<file path="src/common/ess_pkg.sv">
// Shared constants and types for the encoder slave synchronisation block
package ess_pkg;

  typedef enum logic [2:0] {
    ESS_LINE_FIELD = 3'h0,
    ESS_LINE_VSYNC = 3'h1,
    ESS_FIELD_ONLY = 3'h2,
    ESS_VSYNC_ONLY = 3'h3,
    ESS_EAV_FRAME  = 3'h4
  } ess_mode_e;

  typedef enum logic [1:0] {
    PRE_IDLE = 2'h0,
    PRE_ONE  = 2'h1,
    PRE_TWO  = 2'h2,
    PRE_XY   = 2'h3
  } ess_pre_e;

  // Reset mode: line-locked, field flag plus line sync
  localparam ess_mode_e MODE_RESET = ESS_LINE_FIELD;
  // Nominal NTSC line of 1716 samples and frame of 525 lines
  localparam logic [10:0] LINE_LAST = 11'h6B3;
  localparam logic [9:0] FRAME_LAST = 10'h20C;
  localparam logic [9:0] HALF_LINES = 10'h107;
  localparam logic [9:0] HALF_LAST = 10'h106;
  // Three missed checks: lost when the count already stands at two
  localparam logic [1:0] FAIL_LAST = 2'h2;
  localparam logic [7:0] PREAMBLE_FF = 8'hFF;
  localparam logic [7:0] PREAMBLE_00 = 8'h00;
  localparam int RESET_HOLD_CYCLES = 5;

  function automatic logic active_level(input logic pol, input logic v);
    return pol ? v : ~v;
  endfunction : active_level

endpackage : ess_pkg

</file>
<file path="src/rtl/ess_eav_decoder.sv">
// Timing reference word finder with protection-bit check
`timescale 1ns/10ps
module ess_eav_decoder
  import ess_pkg::*;
(
  input wire logic clock,
  input wire logic reset_n,
  input wire logic [7:0] data,
  output logic word_stb,
  output logic word_err,
  output logic eav_stb,
  output logic eav_f
);

  ess_pre_e pre_r, pre_nxt;
  logic word_stb_r, word_stb_nxt, word_err_r, word_err_nxt;
  logic eav_stb_r, eav_stb_nxt, eav_f_r, eav_f_nxt;
  logic f, v, h, code_ok;

  assign f = data[6];
  assign v = data[5];
  assign h = data[4];
  assign code_ok = data[7] && data[3] == (v ^ h) && data[2] == (f ^ h)
                   && data[1] == (f ^ v) && data[0] == (f ^ v ^ h);

  always_comb begin
    word_stb_nxt = 1'b0;
    word_err_nxt = 1'b0;
    eav_stb_nxt = 1'b0;
    eav_f_nxt = eav_f_r;
    pre_nxt = (data == PREAMBLE_FF) ? PRE_ONE : PRE_IDLE;
    unique case (pre_r)
      PRE_IDLE: ;
      PRE_ONE: if (data == PREAMBLE_00) pre_nxt = PRE_TWO;
      PRE_TWO: if (data == PREAMBLE_00) pre_nxt = PRE_XY;
      PRE_XY: begin
        word_stb_nxt = 1'b1;
        word_err_nxt = ~code_ok;
        // Corrupted words never move the flag
        if (code_ok && h) begin
          eav_stb_nxt = 1'b1;
          eav_f_nxt = f;
        end
      end
    endcase
  end

  always_ff @(posedge clock) begin
    if (!reset_n) begin
      pre_r <= PRE_IDLE;
      word_stb_r <= 1'b0;
      word_err_r <= 1'b0;
      eav_stb_r <= 1'b0;
      eav_f_r <= 1'b0;
    end else begin
      pre_r <= pre_nxt;
      word_stb_r <= word_stb_nxt;
      word_err_r <= word_err_nxt;
      eav_stb_r <= eav_stb_nxt;
      eav_f_r <= eav_f_nxt;
    end
  end

  assign word_stb = word_stb_r;
  assign word_err = word_err_r;
  assign eav_stb = eav_stb_r;
  assign eav_f = eav_f_r;

endmodule : ess_eav_decoder

</file>
<file path="src/rtl/ess_slave_sync.sv">
// Slave-mode timing lock for the video encoder
`timescale 1ns/10ps
// Overview of operation
// - First field flag edge arms the line count clear; the next line sync edge clears it and starts encoding.
// - Every line sync edge in line modes restarts the sample counter.
// - Sample after the delayed sync edge is Cb; source phases data to match.
// - Sync inputs delayed zero to three clocks by the adjust field.
// - Early line sync reinitialises the sample counter and sync signals.
// - Long line: sample counter holds at end value until late line sync.
// - Field flag mode: field count on each transition; line reset after active edge.
// - Vertical sync turned into odd/even waveform; field count per vertical edge.
// - Line and field sync polarities programmable independently.
// - Field-only mode derives line sync, drives it; first edge starts encoding.
// - Frame modes check each frame sync; lock lost after three misses.
// - Lost with free-run: keep timing, resync on next edge anywhere.
// - Lost, no free-run, sync keep: black video, syncs continue.
// - Lost, no free-run, no sync keep: black, no sync tips or digital syncs.
// - Frame modes react to the single programmed edge only.
// - Vertical-only mode uses line sync for parity only; pin not driven.
// - Embedded mode: F flag falling in end words gives frame and line syncs.
// - Embedded mode has same lock checking and fallbacks as field-only mode.
// - Reference words decoded; two successive errors set poor quality status.
// - Reset held five clocks (no hold count here: reset_n acts on each clock it is low); reset selects line-locked field flag mode.
module ess_slave_sync
  import ess_pkg::*;
(
  input wire logic clock,
  input wire logic reset_n,
  input wire logic [2:0] mode_sel,
  input wire logic mode_load,
  input wire logic [1:0] sync_in_adjust,
  input wire logic hsync_pol,
  input wire logic vsync_pol,
  input wire logic free_run_en,
  input wire logic sync_keep,
  input wire logic status_clear,
  input wire logic line_sync_in,
  input wire logic field_parity_pin_in,
  input wire logic [7:0] video_data,
  output logic line_sync_out,
  output logic line_sync_oe_n,
  output logic field_parity_pin_out,
  output logic field_parity_pin_oe_n,
  output logic field_parity_flag,
  output logic [10:0] sample_count,
  output logic [9:0] line_count,
  output logic [2:0] field_count,
  output logic [1:0] cb_phase,
  output logic line_start,
  output logic encode_active,
  output logic force_black,
  output logic sync_tips_en,
  output logic lock_lost,
  output logic poor_quality
);

  ess_mode_e mode_r, mode_nxt;
  logic line_meta_r, line_meta_nxt, line_pin_r, line_pin_nxt;
  logic field_meta_r, field_meta_nxt, field_pin_r, field_pin_nxt;
  logic [7:0] data_meta_r, data_meta_nxt, data_pin_r, data_pin_nxt;
  logic [2:0] line_dly_r, line_dly_nxt, field_dly_r, field_dly_nxt;
  logic line_prev_r, line_prev_nxt, field_prev_r, field_prev_nxt;
  logic [10:0] sample_r, sample_nxt;
  logic [9:0] line_r, line_nxt;
  logic [2:0] field_r, field_nxt;
  logic [1:0] phase_r, phase_nxt, fail_r, fail_nxt;
  logic parity_r, parity_nxt, arm_r, arm_nxt, started_r, started_nxt;
  logic encoding_r, encoding_nxt, lock_r, lock_nxt, lost_r, lost_nxt;
  logic start_r, start_nxt, f_prev_r, f_prev_nxt, err_seen_r, err_seen_nxt;
  logic poor_r, poor_nxt, black_r, black_nxt, tip_r, tip_nxt;
  logic lout_r, lout_nxt, loe_n_r, loe_n_nxt, fout_r, fout_nxt, foe_n_r, foe_n_nxt;
  logic [3:0] line_tap, field_tap;
  logic line_lvl, field_lvl, line_edge, field_edge, field_any;
  logic line_based, field_evt, field_act, frame_evt, at_end, restart, syncs_on;
  logic word_stb, word_err, eav_stb, eav_f;

  ess_eav_decoder u_eav (
    .clock(clock),
    .reset_n(reset_n),
    .data(data_pin_r),
    .word_stb(word_stb),
    .word_err(word_err),
    .eav_stb(eav_stb),
    .eav_f(eav_f)
  );

  // selectable tap on the synchronised pins
  assign line_tap = {line_dly_r, line_pin_r};
  assign field_tap = {field_dly_r, field_pin_r};
  assign line_lvl = active_level(hsync_pol, line_tap[sync_in_adjust]);
  assign field_lvl = active_level(vsync_pol, field_tap[sync_in_adjust]);
  assign line_edge = line_lvl & ~line_prev_r;
  assign field_edge = field_lvl & ~field_prev_r;
  assign field_any = field_lvl ^ field_prev_r;
  assign line_based = mode_r == ESS_LINE_FIELD || mode_r == ESS_LINE_VSYNC;
  // field count on every flag transition in field flag mode, else on the vertical edge
  assign field_evt = (mode_r == ESS_LINE_FIELD) ? field_any : field_edge;
  assign field_act = (mode_r == ESS_LINE_FIELD) ? field_edge : field_edge & ~parity_r;
  assign at_end = sample_r == LINE_LAST && line_r == FRAME_LAST;
  always_comb begin
    unique case (mode_r)
      ESS_FIELD_ONLY: frame_evt = field_edge;
      // coincident line sync marks the odd-field pulse
      ESS_VSYNC_ONLY: frame_evt = field_edge & line_lvl;
      // falling F flag in a valid end word
      ESS_EAV_FRAME: frame_evt = eav_stb & f_prev_r & ~eav_f;
      default: frame_evt = 1'b0;
    endcase
  end
  // resync wherever the edge lands once lock is gone
  assign restart = ~line_based & frame_evt & (~lock_r | lost_r | at_end);
  assign syncs_on = ~lost_r | free_run_en | sync_keep;

  always_comb begin
    mode_nxt = mode_load ? ess_mode_e'(mode_sel) : mode_r;
    line_meta_nxt = line_sync_in;
    line_pin_nxt = line_meta_r;
    field_meta_nxt = field_parity_pin_in;
    field_pin_nxt = field_meta_r;
    data_meta_nxt = video_data;
    data_pin_nxt = data_meta_r;
    line_dly_nxt = {line_dly_r[1:0], line_pin_r};
    field_dly_nxt = {field_dly_r[1:0], field_pin_r};
    line_prev_nxt = line_lvl;
    field_prev_nxt = field_lvl;
    sample_nxt = sample_r;
    line_nxt = line_r;
    field_nxt = field_r;
    phase_nxt = phase_r + 2'h1;
    parity_nxt = parity_r;
    arm_nxt = arm_r;
    started_nxt = started_r;
    encoding_nxt = encoding_r;
    lock_nxt = lock_r;
    lost_nxt = lost_r;
    fail_nxt = fail_r;
    start_nxt = 1'b0;
    f_prev_nxt = eav_stb ? eav_f : f_prev_r;
    if (mode_load) begin
      // Derived waveform restarts even, so the first vertical edge marks odd
      parity_nxt = 1'b0;
      arm_nxt = 1'b0;
      started_nxt = 1'b0;
      encoding_nxt = 1'b0;
      lock_nxt = 1'b0;
      lost_nxt = 1'b0;
      fail_nxt = 2'h0;
    end else if (line_based) begin
      if (mode_r == ESS_LINE_FIELD) parity_nxt = field_lvl;
      else if (field_edge) parity_nxt = ~parity_r;
      if (field_evt) field_nxt = field_r + 3'h1;
      if (field_act) arm_nxt = 1'b1;
      if (line_edge) begin
        // line sync restarts the line, early or not
        sample_nxt = 11'h000;
        // Cb falls on the first sample
        phase_nxt = 2'h0;
        start_nxt = started_r | arm_r | field_act;
        if (arm_r | field_act) begin
          // first line begins at the line sync edge
          line_nxt = 10'h000;
          arm_nxt = 1'b0;
          started_nxt = 1'b1;
          encoding_nxt = 1'b1;
        end else begin
          line_nxt = line_r + 10'h001;
        end
      // hold at end of line until the late sync
      end else if (started_r && sample_r != LINE_LAST) begin
        sample_nxt = sample_r + 11'h001;
      end
    end else begin
      if (restart) begin
        // first edge starts timing; on-time edge clears misses
        sample_nxt = 11'h000;
        line_nxt = 10'h000;
        phase_nxt = 2'h0;
        field_nxt = field_r + 3'h1;
        lock_nxt = 1'b1;
        lost_nxt = 1'b0;
        fail_nxt = 2'h0;
        start_nxt = 1'b1;
        encoding_nxt = 1'b1;
      end else if (lock_r) begin
        if (sample_r == LINE_LAST) begin
          sample_nxt = 11'h000;
          start_nxt = 1'b1;
          line_nxt = at_end ? 10'h000 : line_r + 10'h001;
          if (at_end || line_r == HALF_LAST) field_nxt = field_r + 3'h1;
        end else begin
          sample_nxt = sample_r + 11'h001;
        end
        // missed check at the predicted instant
        if (at_end) begin
          fail_nxt = (fail_r == FAIL_LAST) ? fail_r : fail_r + 2'h1;
          if (fail_r == FAIL_LAST) lost_nxt = 1'b1;
        end
      end
      parity_nxt = line_nxt < HALF_LINES;
    end
  end

  always_comb begin
    // two errored words in a row; a new error beats the clear
    err_seen_nxt = word_stb ? word_err : err_seen_r;
    poor_nxt = (word_stb & word_err & err_seen_r) | (poor_r & ~status_clear);
    // black when lost without free-run; syncs only with keep
    black_nxt = ~line_based & lost_r & ~free_run_en;
    tip_nxt = encoding_r & syncs_on;
    lout_nxt = active_level(hsync_pol, start_nxt & syncs_on);
    fout_nxt = active_level(vsync_pol, parity_nxt & syncs_on);
    loe_n_nxt = ~(mode_r == ESS_FIELD_ONLY || mode_r == ESS_EAV_FRAME);
    foe_n_nxt = ~(mode_r == ESS_EAV_FRAME);
  end

  always_ff @(posedge clock) begin
    if (!reset_n) begin
      mode_r <= MODE_RESET;
      {line_meta_r, line_pin_r, field_meta_r, field_pin_r} <= 4'h0;
      data_meta_r <= 8'h00;
      data_pin_r <= 8'h00;
      line_dly_r <= 3'h0;
      field_dly_r <= 3'h0;
      {line_prev_r, field_prev_r, parity_r, arm_r, started_r} <= 5'h00;
      {encoding_r, lock_r, lost_r, start_r, f_prev_r, err_seen_r} <= 6'h00;
      {poor_r, black_r, tip_r, lout_r, fout_r} <= 5'h00;
      {loe_n_r, foe_n_r} <= 2'h3;
      sample_r <= 11'h000;
      line_r <= 10'h000;
      field_r <= 3'h0;
      phase_r <= 2'h0;
      fail_r <= 2'h0;
    end else begin
      mode_r <= mode_nxt;
      {line_meta_r, line_pin_r, field_meta_r, field_pin_r} <=
        {line_meta_nxt, line_pin_nxt, field_meta_nxt, field_pin_nxt};
      data_meta_r <= data_meta_nxt;
      data_pin_r <= data_pin_nxt;
      line_dly_r <= line_dly_nxt;
      field_dly_r <= field_dly_nxt;
      {line_prev_r, field_prev_r, parity_r, arm_r, started_r} <=
        {line_prev_nxt, field_prev_nxt, parity_nxt, arm_nxt, started_nxt};
      {encoding_r, lock_r, lost_r, start_r, f_prev_r, err_seen_r} <=
        {encoding_nxt, lock_nxt, lost_nxt, start_nxt, f_prev_nxt, err_seen_nxt};
      {poor_r, black_r, tip_r, lout_r, fout_r} <=
        {poor_nxt, black_nxt, tip_nxt, lout_nxt, fout_nxt};
      {loe_n_r, foe_n_r} <= {loe_n_nxt, foe_n_nxt};
      sample_r <= sample_nxt;
      line_r <= line_nxt;
      field_r <= field_nxt;
      phase_r <= phase_nxt;
      fail_r <= fail_nxt;
    end
  end

  assign line_sync_out = lout_r;
  assign line_sync_oe_n = loe_n_r;
  assign field_parity_pin_out = fout_r;
  assign field_parity_pin_oe_n = foe_n_r;
  assign field_parity_flag = parity_r;
  assign sample_count = sample_r;
  assign line_count = line_r;
  assign field_count = field_r;
  assign cb_phase = phase_r;
  assign line_start = start_r;
  assign encode_active = encoding_r;
  assign force_black = black_r;
  assign sync_tips_en = tip_r;
  assign lock_lost = lost_r;
  assign poor_quality = poor_r;
endmodule : ess_slave_sync

</file>
<file path="config.mk">
export PLATFORM = sky130hd
export DESIGN_NAME = ess_slave_sync
export DESIGN_NICKNAME = d
export VERILOG_FILES = /design/src/common/ess_pkg.sv /design/src/rtl/ess_eav_decoder.sv /design/src/rtl/ess_slave_sync.sv
export SDC_FILE = /design/constraint.sdc
export NUM_CORES = 1
export LEC_CHECK = 0
export BUFFER_PORTS_ARGS = -buffer_cell sky130_fd_sc_hd__buf_2
export CORE_MARGIN = 2
export CORE_UTILIZATION = 48
export DETAILED_ROUTE_END_ITERATION = 7
export GPL_ROUTABILITY_DRIVEN = 0
export MAX_ROUTING_LAYER = met4
export PLACE_DENSITY_LB_ADDON = 0.05
export SLEW_MARGIN = 10
export SYNTH_ARGS = -nofsm -noshare
export SYNTH_HDL_FRONTEND = slang
export SYNTH_HIERARCHICAL = 1
export SYNTH_SLANG_ARGS = --single-unit
</file>
<file path="constraint.sdc">
create_clock -name clock -period 4.9 [get_ports clock]
set_input_delay 0.735 -clock clock [delete_from_list [all_inputs] [get_ports clock]]
set_output_delay 0.735 -clock clock [all_outputs]
set_load 0.02 [all_outputs]
</file>
Yosys cells after proc, flatten, opt, wreduce, memory -nomap -nowiden
Index checks and enable logic that the tools add are counted.

Add/subtract/negate cells: 5. Order comparisons: 2. Equal/unequal tests: 22. Multiplexer cells: 67. Bitwise operators: 47. Reduce and logical (&&, ||, !) cells: 30.

Operators by type and width (count): $mux W10 (9); $mux W11 (6); $mux W1 (32); $mux W2 (10); $mux W3 (6); $not A1 Y1 (18); $and A1 B1 Y1 (16); $add A11 B1 Y11 const B (1); $eq A11 B11 Y1 const B (1); $ne A11 B11 Y1 const B (1); $add A10 B1 Y10 const B (1); $eq A10 B10 Y1 const B (1); $eq A10 B9 Y1 const B (1); $lt A10 B9 Y1 const B (1); $reduce_and A3 Y1 (3); $reduce_bool A3 Y1 (3); $eq A8 B8 Y1 const B (1); $logic_not A8 Y1 (1); $or A1 B1 Y1 (8); $reduce_and A2 Y1 (4); $reduce_and A4 Y1 (2); $reduce_bool A2 Y1 (4); $logic_and A1 B1 Y1 (7); $eq A2 B2 Y1 const B (3); other kinds (19) (33).

Register bits: 81. Input port bits: 23. Output and inout port bits: 37. Word-level logic and storage cells: 210.

Longest topological paths before layout
Gate-level depths: netlist of run 1.

Depth in word-level cells: 18. Mapped depth: 10. Depth with buffers taken out: 9.

Hierarchy
The synthesis of run 1 kept the hierarchy.

By module, submodules not included: ess_slave_sync (instances 1, cells each 379, area each 3433.3 um^2, seq. area each 1501.4 um^2); ess_eav_decoder (instances 1, cells each 62, area each 535.5 um^2, seq. area each 120.1 um^2).

Worst setup path after synthesis of run 1
OpenSTA, ideal clock, no wires.

Path type: input to register. Start: input port sync_in_adjust[0]. End: register sample_r[1], in the netlist sample_count[1]. Library setup time: 117 ps. Data arrival time: 2944 ps. Required time: 4783 ps. Slack: 1839 ps. Stages: 10. Path buffers: 1. Path through: mux4_2 -> xnor2_1 -> ha_1 -> a22oi_1 -> a311o_1 -> o211a_1 -> buf_6 -> or3_4 -> mux2i_1 -> nor2_1.

Word-level cells in the longest chain between the ends: 11. Elaborated cells between the ends (all ways): 20. Those cells by class: eq/ne (1); mux (10); bitwise (7); reduce/logical (2).

Ends and longest elaborated chain: from (decl) (line ess_slave_sync.sv:31) `input wire logic [1:0] sync_in_adjust,`; $bmux W1 S2 (*) (line ess_slave_sync.sv:91) `assign field_lvl = active_level(vsync_pol, field_tap[sync_in_adjust]);`; $mux W1 (implied by the code) (*) (line ess_slave_sync.sv:91); $not A1 Y1 (line ess_pkg.sv:33) `return pol ? v : ~v;`; $mux W1 (*) (line ess_pkg.sv:33); via field_lvl (line ess_slave_sync.sv:73) `logic line_lvl, field_lvl, line_edge, field_edge, field_any;`; $and A1 B1 Y1 (*) (line ess_slave_sync.sv:93) `assign field_edge = field_lvl & ~field_prev_r;`; $and A1 B1 Y1 (line ess_slave_sync.sv:104) `ESS_VSYNC_ONLY: frame_evt = field_edge & line_lvl;`; $pmux W1 S3 (*) (line ess_slave_sync.sv:101) `unique case (mode_r)`; $and A1 B1 Y1 (*) (2 in a row) (line ess_slave_sync.sv:111) `assign restart = ~line_based & frame_evt & (~lock_r | lost_r | at_end);`; $reduce_bool A3 Y1 (no line) / $mux W11 (equally long branches); $reduce_and A3 Y1 (no line) / $mux W11 (equally long branches); to (signal assigned) (line ess_slave_sync.sv:248) `sample_r <= sample_nxt;`; to (decl) (line ess_slave_sync.sv:63) `logic [10:0] sample_r, sample_nxt;`.

The timed path passes the listed nets; every way through them passes the cells marked *. The select of a mux whose other input is x is not followed. A chain may end at the register's enable or synchronous reset.

Final worst setup path of run 1
Start: input port sync_in_adjust[0]. End: register line_r[1], in the netlist line_count[1].

Word-level cells in the longest chain between the ends: 13. Elaborated cells between the ends (all ways): 25. Those cells by class: eq/ne (1); mux (14); bitwise (9); reduce/logical (1).

Ends and longest elaborated chain: $bmux W1 S2 (*) (line ess_slave_sync.sv:91); $mux W1 (implied by the code) (*) (line ess_slave_sync.sv:91); $not A1 Y1 (line ess_pkg.sv:33); $mux W1 (*) (line ess_pkg.sv:33); via field_lvl (line ess_slave_sync.sv:73); $and A1 B1 Y1 (*) (line ess_slave_sync.sv:93); $and A1 B1 Y1 (line ess_slave_sync.sv:104); $pmux W1 S3 (line ess_slave_sync.sv:101); $and A1 B1 Y1 (2 in a row) (line ess_slave_sync.sv:111); $mux W10 (line ess_slave_sync.sv:173) `if (restart) begin`; $mux W10 (line ess_slave_sync.sv:148) `end else if (line_based) begin`; $mux W10 (line ess_slave_sync.sv:139) `if (mode_load) begin`; $mux W10 (*) (line ess_slave_sync.sv:148); to (signal assigned) (line ess_slave_sync.sv:249) `line_r <= line_nxt;`; to (decl) (line ess_slave_sync.sv:64) `logic [9:0] line_r, line_nxt;`.

Marked as above.

==> metrics.cfg, run 1 <==
[grt]
grt_antenna_before_repair=0
overflow_left_after_global_routing=0
grt_start_max_net_pins=43
grt_first_pass_wirelength_mm=14.4
grtUsageTotal=0.211
first_global_vias=2936

[place]
dpl-instance-area_sq_mm=0.00427
dpl.hpwl_mm=6.22
port_buffers=59
placed_cells_incl_taps=581
pre_cts_ws_ns=1.35

[worst_setup_path]
largest_delay_share_family_worst_path=compound AO/OA/AOI/OAI gates
worst-r2r-cell-count=10
critical_path_required_time_ns=5.18
timing.critical_path.buf_inv=2
crit_path_top_delay_cell=sky130_fd_sc_hd__mux4_2
setup.worst_path.start_class=input pin
worst_setup_path_end_kind=flip-flop
chain_of_cells_forming_the_critical_path=buf_2, mux4_2, xnor2_1, ha_1, a22oi_1, a311o_1, o21ai_1, buf_4, o21ai_1, nand2_1, o22ai_1
r2r-start=field_dly_r[2]
worst-setup-path-type=in -> reg
r2r_slack_ns=1.96
timing.critical_path.fanout_max=13
crit_top_cell=sky130_fd_sc_hd__o21ai_1
slowest_delay_ns=0.50
worst_r2r_endpoint=line_count[1]
worstPathArrival_ns=3.43

[min_path]
number_of_cells_on_the_worst_hold_path=1
worst_hold_path.endpoint=data_pin_r[7]
min_path_type=reg -> reg
hold_path.startpoint=data_meta_r[7]

[finish]
area.growth.synth_to_final_pct=12.5
layout_common_cells=sky130_fd_sc_hd__dfxtp_1, sky130_fd_sc_hd__buf_2, sky130_fd_sc_hd__nor2_1
drive_gt1_frac=0.195
layout.cells.non_filler=597
nets=523
multi_input_comb_area_sq_mm=0.00214
most_frequent_standard_cell_in_the_layout_excluding_fill_and_tap_cells=sky130_fd_sc_hd__dfxtp_1
final_antenna_diode_count=0
final.fill_count=763
sequential_cell_area_sq_mm=0.00162
finalInstanceArea_sq_mm=0.00446

[synth]
postSynthRegisterBits=81
netlist_area_sq_mm=0.00397
most_frequently_used_flop_master_after_synthesis=sky130_fd_sc_hd__dfxtp_1
syn-num-nets=477
synth_cells=441
proportion_of_synthesized_chip_area_in_sequential_cells=0.409
syn-mean-instance-area_sq_um=9.00
synth-edff-count=0
yosysWarnings=6
ys_async_sr_fraction=0
synth.distinct_cells=71

[floorplan]
fp-row-count=33
die_height_microns=94.9
boundaryPins=60
design.die.area_sq_mm=0.00901
coreArea_sq_mm=0.00813
fp.dieW_microns=94.9
initial_utilization=0.488

[route]
drtAntennaViolNets=0
vias=3280
detailedRoute.firstPassIterationCount=5
drt_iter0_markers=114
detail_route.wirelength_mm=8.88
via_per_inst=5.49
routed_wire_length_per_instance_microns=14.9
post-route-drc-count=0

[clocking]
ctsRootBufferMaster=sky130_fd_sc_hd__clkbuf_8
clock_insertion_delay_worst_skew_ns=0.36
post_cts_resized=0
clk_pin_slew_ns=0.10
clk_path_buf_depth=2
clock_tree_from_tritoncts=yes
tritoncts.num_buffers=9
clkSinkCount=81
cts.hold.buffers_added=0
count_of_h_tree_levels_built_during_cts=3
buffers_inserted_by_post_cts_timing_repair=0

[pwr]
leakage_uw=0.00173
vdd_drop_max_mv=0.153
power_per_cell_area_mw_per_mm2=298

[sta]
fin_ws_ns=1.75
clock_skew_ns=0.00974
finalMaxSlewViolations=0
hold_viol=0
achievable-frequency_mhz=317
fin_hold_ws_ns=0.428
fin_setup_tns_ns=0
worst_pin_slew_ns=0.710
finalCriticalPeriod_ns=3.15
setup_viol=0
period_share=0.643
slew_headroom=0.526
setup_repair_after_global_routing_missed_its_margin=false

[job]
timing.max_cap.violations=0

[status]
run_status=finished, final reports clean

## how the worst max path moves through the flow
stage | startpoint | end | slack [ns] | cells past startpoint
4_1_cts | sync_in_adjust[0] | line_count[1] | 1.75 | 11
3_5_place_dp | sync_in_adjust[0] | line_count[1] | 1.35 | 11
6_report | sync_in_adjust[0] | line_count[1] | 1.75 | 11
5_1_grt | sync_in_adjust[0] | line_count[1] | 1.48 | 11
2_1_floorplan | sync_in_adjust[0] | sample_count[1] | 1.84 | 10
3_3_place_gp | sync_in_adjust[0] | line_count[1] | 1.36 | 11
## sequential cells by signal, summed over array words and instances (netlist names), 2 cells and up
register / count
cb_phase: 2
field_count: 3
sample_count: 11
line_count: 10
u_eav/pre_r: 2
mode_r: 3
line_dly_r: 3
data_meta_r: 8
field_dly_r: 3
fail_r: 2
data_pin_r: 8
## Yosys cell counts (4+ instances only)
cell,count,share of area
sky130_fd_sc_hd__nand2_1,18,0.017
sky130_fd_sc_hd__clkbuf_1,15,0.014
sky130_fd_sc_hd__nand3_1,14,0.018
sky130_fd_sc_hd__a21oi_1,19,0.024
sky130_fd_sc_hd__a211oi_1,4,0.0076
sky130_fd_sc_hd__and2_1,31,0.049
sky130_fd_sc_hd__nand4_1,7,0.011
sky130_fd_sc_hd__nor4_1,7,0.011
sky130_fd_sc_hd__a31oi_1,4,0.0063
sky130_fd_sc_hd__dfxtp_1,81,0.41
sky130_fd_sc_hd__nand2b_1,4,0.0063
sky130_fd_sc_hd__inv_1,18,0.017
sky130_fd_sc_hd__nor2_1,48,0.045
sky130_fd_sc_hd__o21a_1,4,0.0076
sky130_fd_sc_hd__or3_1,7,0.011
sky130_fd_sc_hd__and3_1,5,0.0079
sky130_fd_sc_hd__mux2i_1,10,0.025
sky130_fd_sc_hd__nor3_1,15,0.019
sky130_fd_sc_hd__ha_1,13,0.041
sky130_fd_sc_hd__xnor2_1,14,0.031
sky130_fd_sc_hd__buf_6,4,0.011
sky130_fd_sc_hd__o21ai_0,18,0.023
sky130_fd_sc_hd__xor2_1,4,0.0088
sky130_fd_sc_hd__nor2b_1,5,0.0079
## final cells by class
type | instances | area share
Tap cell | 105 | 0.0294
Multi-Input combinational cell | 317 | 0.480
Sequential cell | 81 | 0.363
Inverter | 18 | 0.0151
Clock inverter | 7 | 0.0165
Clock buffer | 9 | 0.0277
Timing Repair Buffer | 60 | 0.0678
## power by group
| group | leakage (uW) | switching (uW) | internal [uW] | total (uW) |
|---|---|---|---|---|
| Clock | 0.0000946 | 284 | 201 | 485 |
| Sequential | 0.000661 | 18.4 | 680 | 698 |
| Combinational | 0.000975 | 89.7 | 56.3 | 146 |
| Total | 0.00173 | 392 | 936 | 1330 |
## stage by stage
stage | util | power, uW
2_1_floorplan | - | 819
3_3_place_gp | 0.525 | 857
3_5_place_dp | 0.525 | 859
4_1_cts | 0.549 | 1340
5_1_grt | 0.549 | 1400
6_report | 0.549 | 1330
## worst register-to-register path, stage by stage, from the launching register on
cell and delay [ns]:
sky130_fd_sc_hd__dfxtp_1 0.32, sky130_fd_sc_hd__mux4_2 0.47, sky130_fd_sc_hd__xnor2_1 0.17, sky130_fd_sc_hd__ha_1 0.24, sky130_fd_sc_hd__a22oi_1 0.20, sky130_fd_sc_hd__a311o_1 0.19, sky130_fd_sc_hd__o21ai_1 0.08, sky130_fd_sc_hd__buf_4 0.20
sky130_fd_sc_hd__o21ai_1 0.36, sky130_fd_sc_hd__nand2_1 0.37, sky130_fd_sc_hd__o22ai_1 0.28
## routing by layer
layer,track usage,vias up,routed length [microns]
met1,0.304,1552,4610
met3,0.0367,9,283
met4,0.0930,0,113
met2,0.288,57,3870
li1,-,1662,-
met5,-,-,0
## kinds of logic (layout without fill, tap and decap cells)
| family | count (synthesis) | in the layout | share of synthesized area |
|---|---|---|---|
| and+or+nand+nor | 192 | 192 | 0.284 |
| AOI/OAI and AO/OA | 82 | 82 | 0.139 |
| DFF | 81 | 81 | 0.409 |
| buffers and inverters | 43 | 94 | 0.0514 |
| xor gates and xnor gates | 18 | 18 | 0.0397 |
| adders and majority gates | 13 | 13 | 0.0410 |
| muxes | 12 | 12 | 0.0366 |
Note: power is estimated with default switching activity, not from simulation.
==> run 2: changes to the inputs <==
ABC_AREA = 1   (was default)
clock period = 2.6 ns   (was 4.9 ns; I/O delays follow)
==> metrics.cfg, run 2 <==
[clocking]
clkSinkCount=81
clock_tree_from_tritoncts=yes
clock_insertion_delay_worst_skew_ns=0.35
buffers_inserted_by_post_cts_timing_repair=0
clk_path_buf_depth=2
tritoncts.num_buffers=9
count_of_h_tree_levels_built_during_cts=3
clk_pin_slew_ns=0.09
ctsRootBufferMaster=sky130_fd_sc_hd__clkbuf_8

[worst_setup_path]
worst_setup_path_end_kind=flip-flop
critical_path_required_time_ns=2.89
r2r_slack_ns=0.29
timing.critical_path.fanout_max=19
crit_path_top_delay_cell=sky130_fd_sc_hd__dfxtp_1
worst_r2r_endpoint=field_parity_pin_out
timing.critical_path.buf_inv=4
worst-setup-path-type=reg -> reg
chain_of_cells_forming_the_critical_path=inv_1, ha_1, nand2_1, inv_1, nand2_1, nor2_1, nand2_4, nand2_2, nand3_4, buf_4, nand2_1, nand2_1, nor2_1, nand2_1, nand2_1, nand3_1, nand2_1, inv_1, nor2_1
largest_delay_share_family_worst_path=simple AND/OR/NAND/NOR gates
slowest_delay_ns=0.40
crit_cells=19
r2r-start=line_count[1]
crit_top_cell=sky130_fd_sc_hd__nand2_1
worstSetupStartpoint=line_count[1]
worstPathArrival_ns=2.61
worst-r2r-cell-count=19
setup.worst_path.start_class=flip-flop

[sta]
slew_headroom=0.681
achievable-frequency_mhz=433
period_share=0.889
hold_viol=0
worst_pin_slew_ns=0.478
clock_skew_ns=0.0116
setup_viol=0
setup_repair_after_global_routing_missed_its_margin=false
fin_setup_tns_ns=0
finalCriticalPeriod_ns=2.31
finalMaxSlewViolations=0

[min_path]
hold_path.startpoint=free_run_en
min_path_type=in -> reg
number_of_cells_on_the_worst_hold_path=2
worst_hold_path.endpoint=force_black

[grt]
grtUsageTotal=0.215
grt_antenna_before_repair=0
grt_start_max_net_pins=45
overflow_left_after_global_routing=0
grt_first_pass_wirelength_mm=16.4
first_global_vias=3667

[synth]
synth-edff-count=0
postSynthRegisterBits=81
proportion_of_synthesized_chip_area_in_sequential_cells=0.394
synthMostInstantiatedCell=sky130_fd_sc_hd__nand2_1
synthTopCellsByArea=sky130_fd_sc_hd__dfxtp_1, sky130_fd_sc_hd__nand2_1, sky130_fd_sc_hd__inv_1, sky130_fd_sc_hd__nand3_1, sky130_fd_sc_hd__nor2_1
synth_cells=601
ys_async_sr_fraction=0
yosysWarnings=6
netlist_area_sq_mm=0.00412
netlist.top_cell.by_area=sky130_fd_sc_hd__dfxtp_1
syn-num-nets=637
synth.cells.most_frequent=sky130_fd_sc_hd__nand2_1, sky130_fd_sc_hd__inv_1, sky130_fd_sc_hd__dfxtp_1
syn-mean-instance-area_sq_um=6.86
most_frequently_used_flop_master_after_synthesis=sky130_fd_sc_hd__dfxtp_1
synth_top_area_frac=0.394
synth.distinct_cells=38

[finish]
drive_gt1_frac=0.164
finalInstanceArea_sq_mm=0.00480
area.growth.synth_to_final_pct=16.5
post-route-util=0.581
largest_register_ff_count=11
final_antenna_diode_count=0
nets=706
layout_common_cells=sky130_fd_sc_hd__nand2_1, sky130_fd_sc_hd__inv_1, sky130_fd_sc_hd__dfxtp_1
most_frequent_standard_cell_in_the_layout_excluding_fill_and_tap_cells=sky130_fd_sc_hd__nand2_1

[route]
via_per_inst=5.09
detailedRoute.firstPassIterationCount=4
drt_iter0_markers=193
detail_route.wirelength_mm=9.61
drtAntennaViolNets=0
routed_wire_length_per_instance_microns=12.3
post-route-drc-count=0
vias=3974

[job]
timing.max_cap.violations=0

[status]
run_status=finished, final reports clean

[place]
port_buffers=59
dpl-instance-area_sq_mm=0.00458
dpl.hpwl_mm=7.05

[pwr]
power_per_cell_area_mw_per_mm2=588
vdd_drop_max_mv=0.299
leakage_uw=0.00243

[floorplan]
boundaryPins=60
design.die.area_sq_mm=0.00934
fp-row-count=33
coreArea_sq_mm=0.00826
die_height_microns=96.7
fp.dieW_microns=96.7
initial_utilization=0.499

[run 2: cell count changes after synthesis, sizes merged, moves of 7 or more]
cell    change
nand2     +150
inv        +88
and2       -32
nand3      +30
xnor2      -13
a21oi      +12
mux2i      -10
a221oi      +9
nor4        -7
or3         -7
[run 2: cells by family after synthesis]
family / count (synthesis) / synth area share
fa+ha+maj: 13 / 0.0395
simple gates: 293 / 0.316
buf+inv: 124 / 0.117
compound gates: 81 / 0.116
flops: 81 / 0.394
xor+xnor: 9 / 0.0191
[run 2: area by class of cell]
class | count | area, sq um
fill | 832 | 3460
sequential | 81 | 1620
clock buffer | 10 | 128
inverter | 109 | 410
clock inverter | 6 | 90.1
tap | 105 | 131
timing repair buffer | 73 | 400
multi-input combinational | 396 | 2020
[run 2: how the worst max path moves through the flow]
| stage | slack, ns | end |
|---|---|---|
| 4_1_cts | 0.24 | sample_count[5] |
| 2_1_floorplan | 0.37 | sample_count[4] |
| 3_3_place_gp | 0.11 | line_sync_out |
| 6_report | 0.29 | field_parity_pin_out |
| 5_1_grt | 0.05 | sample_count[5] |
| 3_5_place_dp | 0.03 | sample_count[5] |
[run 2: where the power goes]
| group | switching [uW] | internal [uW] | leakage (uW) | total (uW) |
|---|---|---|---|---|
| logic | 302 | 163 | 0.00166 | 464 |
| clock network | 471 | 545 | 0.000107 | 1020 |
| registers | 44.0 | 1300 | 0.000663 | 1340 |
| total | 816 | 2000 | 0.00243 | 2820 |
[run 2: through the flow]
stage | total power, uW | hold slack, ns | std cells | worst slack, ns
floorplan | 1680 | 0.390 | 601 | 0.365
global placement | 1820 | 0.394 | 764 | 0.107
detailed placement | 1830 | 0.397 | 764 | 0.0268
CTS | 2850 | 0.196 | 780 | 0.243
global route | 2970 | 0.198 | 780 | 0.0509
finish | 2820 | 0.209 | 780 | 0.288
[run 2: repair_timing]
| action | 4_1_cts | 5_1_grt |
|---|---|---|
| hold buffers | 0 | 0 |
| gates resized for setup | 0 | 2 |
| setup endpoints to repair | 0 | 2 |
[run 2: routing by layer]
layer,up-vias,share of wire,GRT usage
met2,119,0.46,0.355
li1,2043,-,-
met4,0,0.015,0.0585
met1,1794,0.47,0.270
met3,18,0.060,0.0405
met5,-,0,-
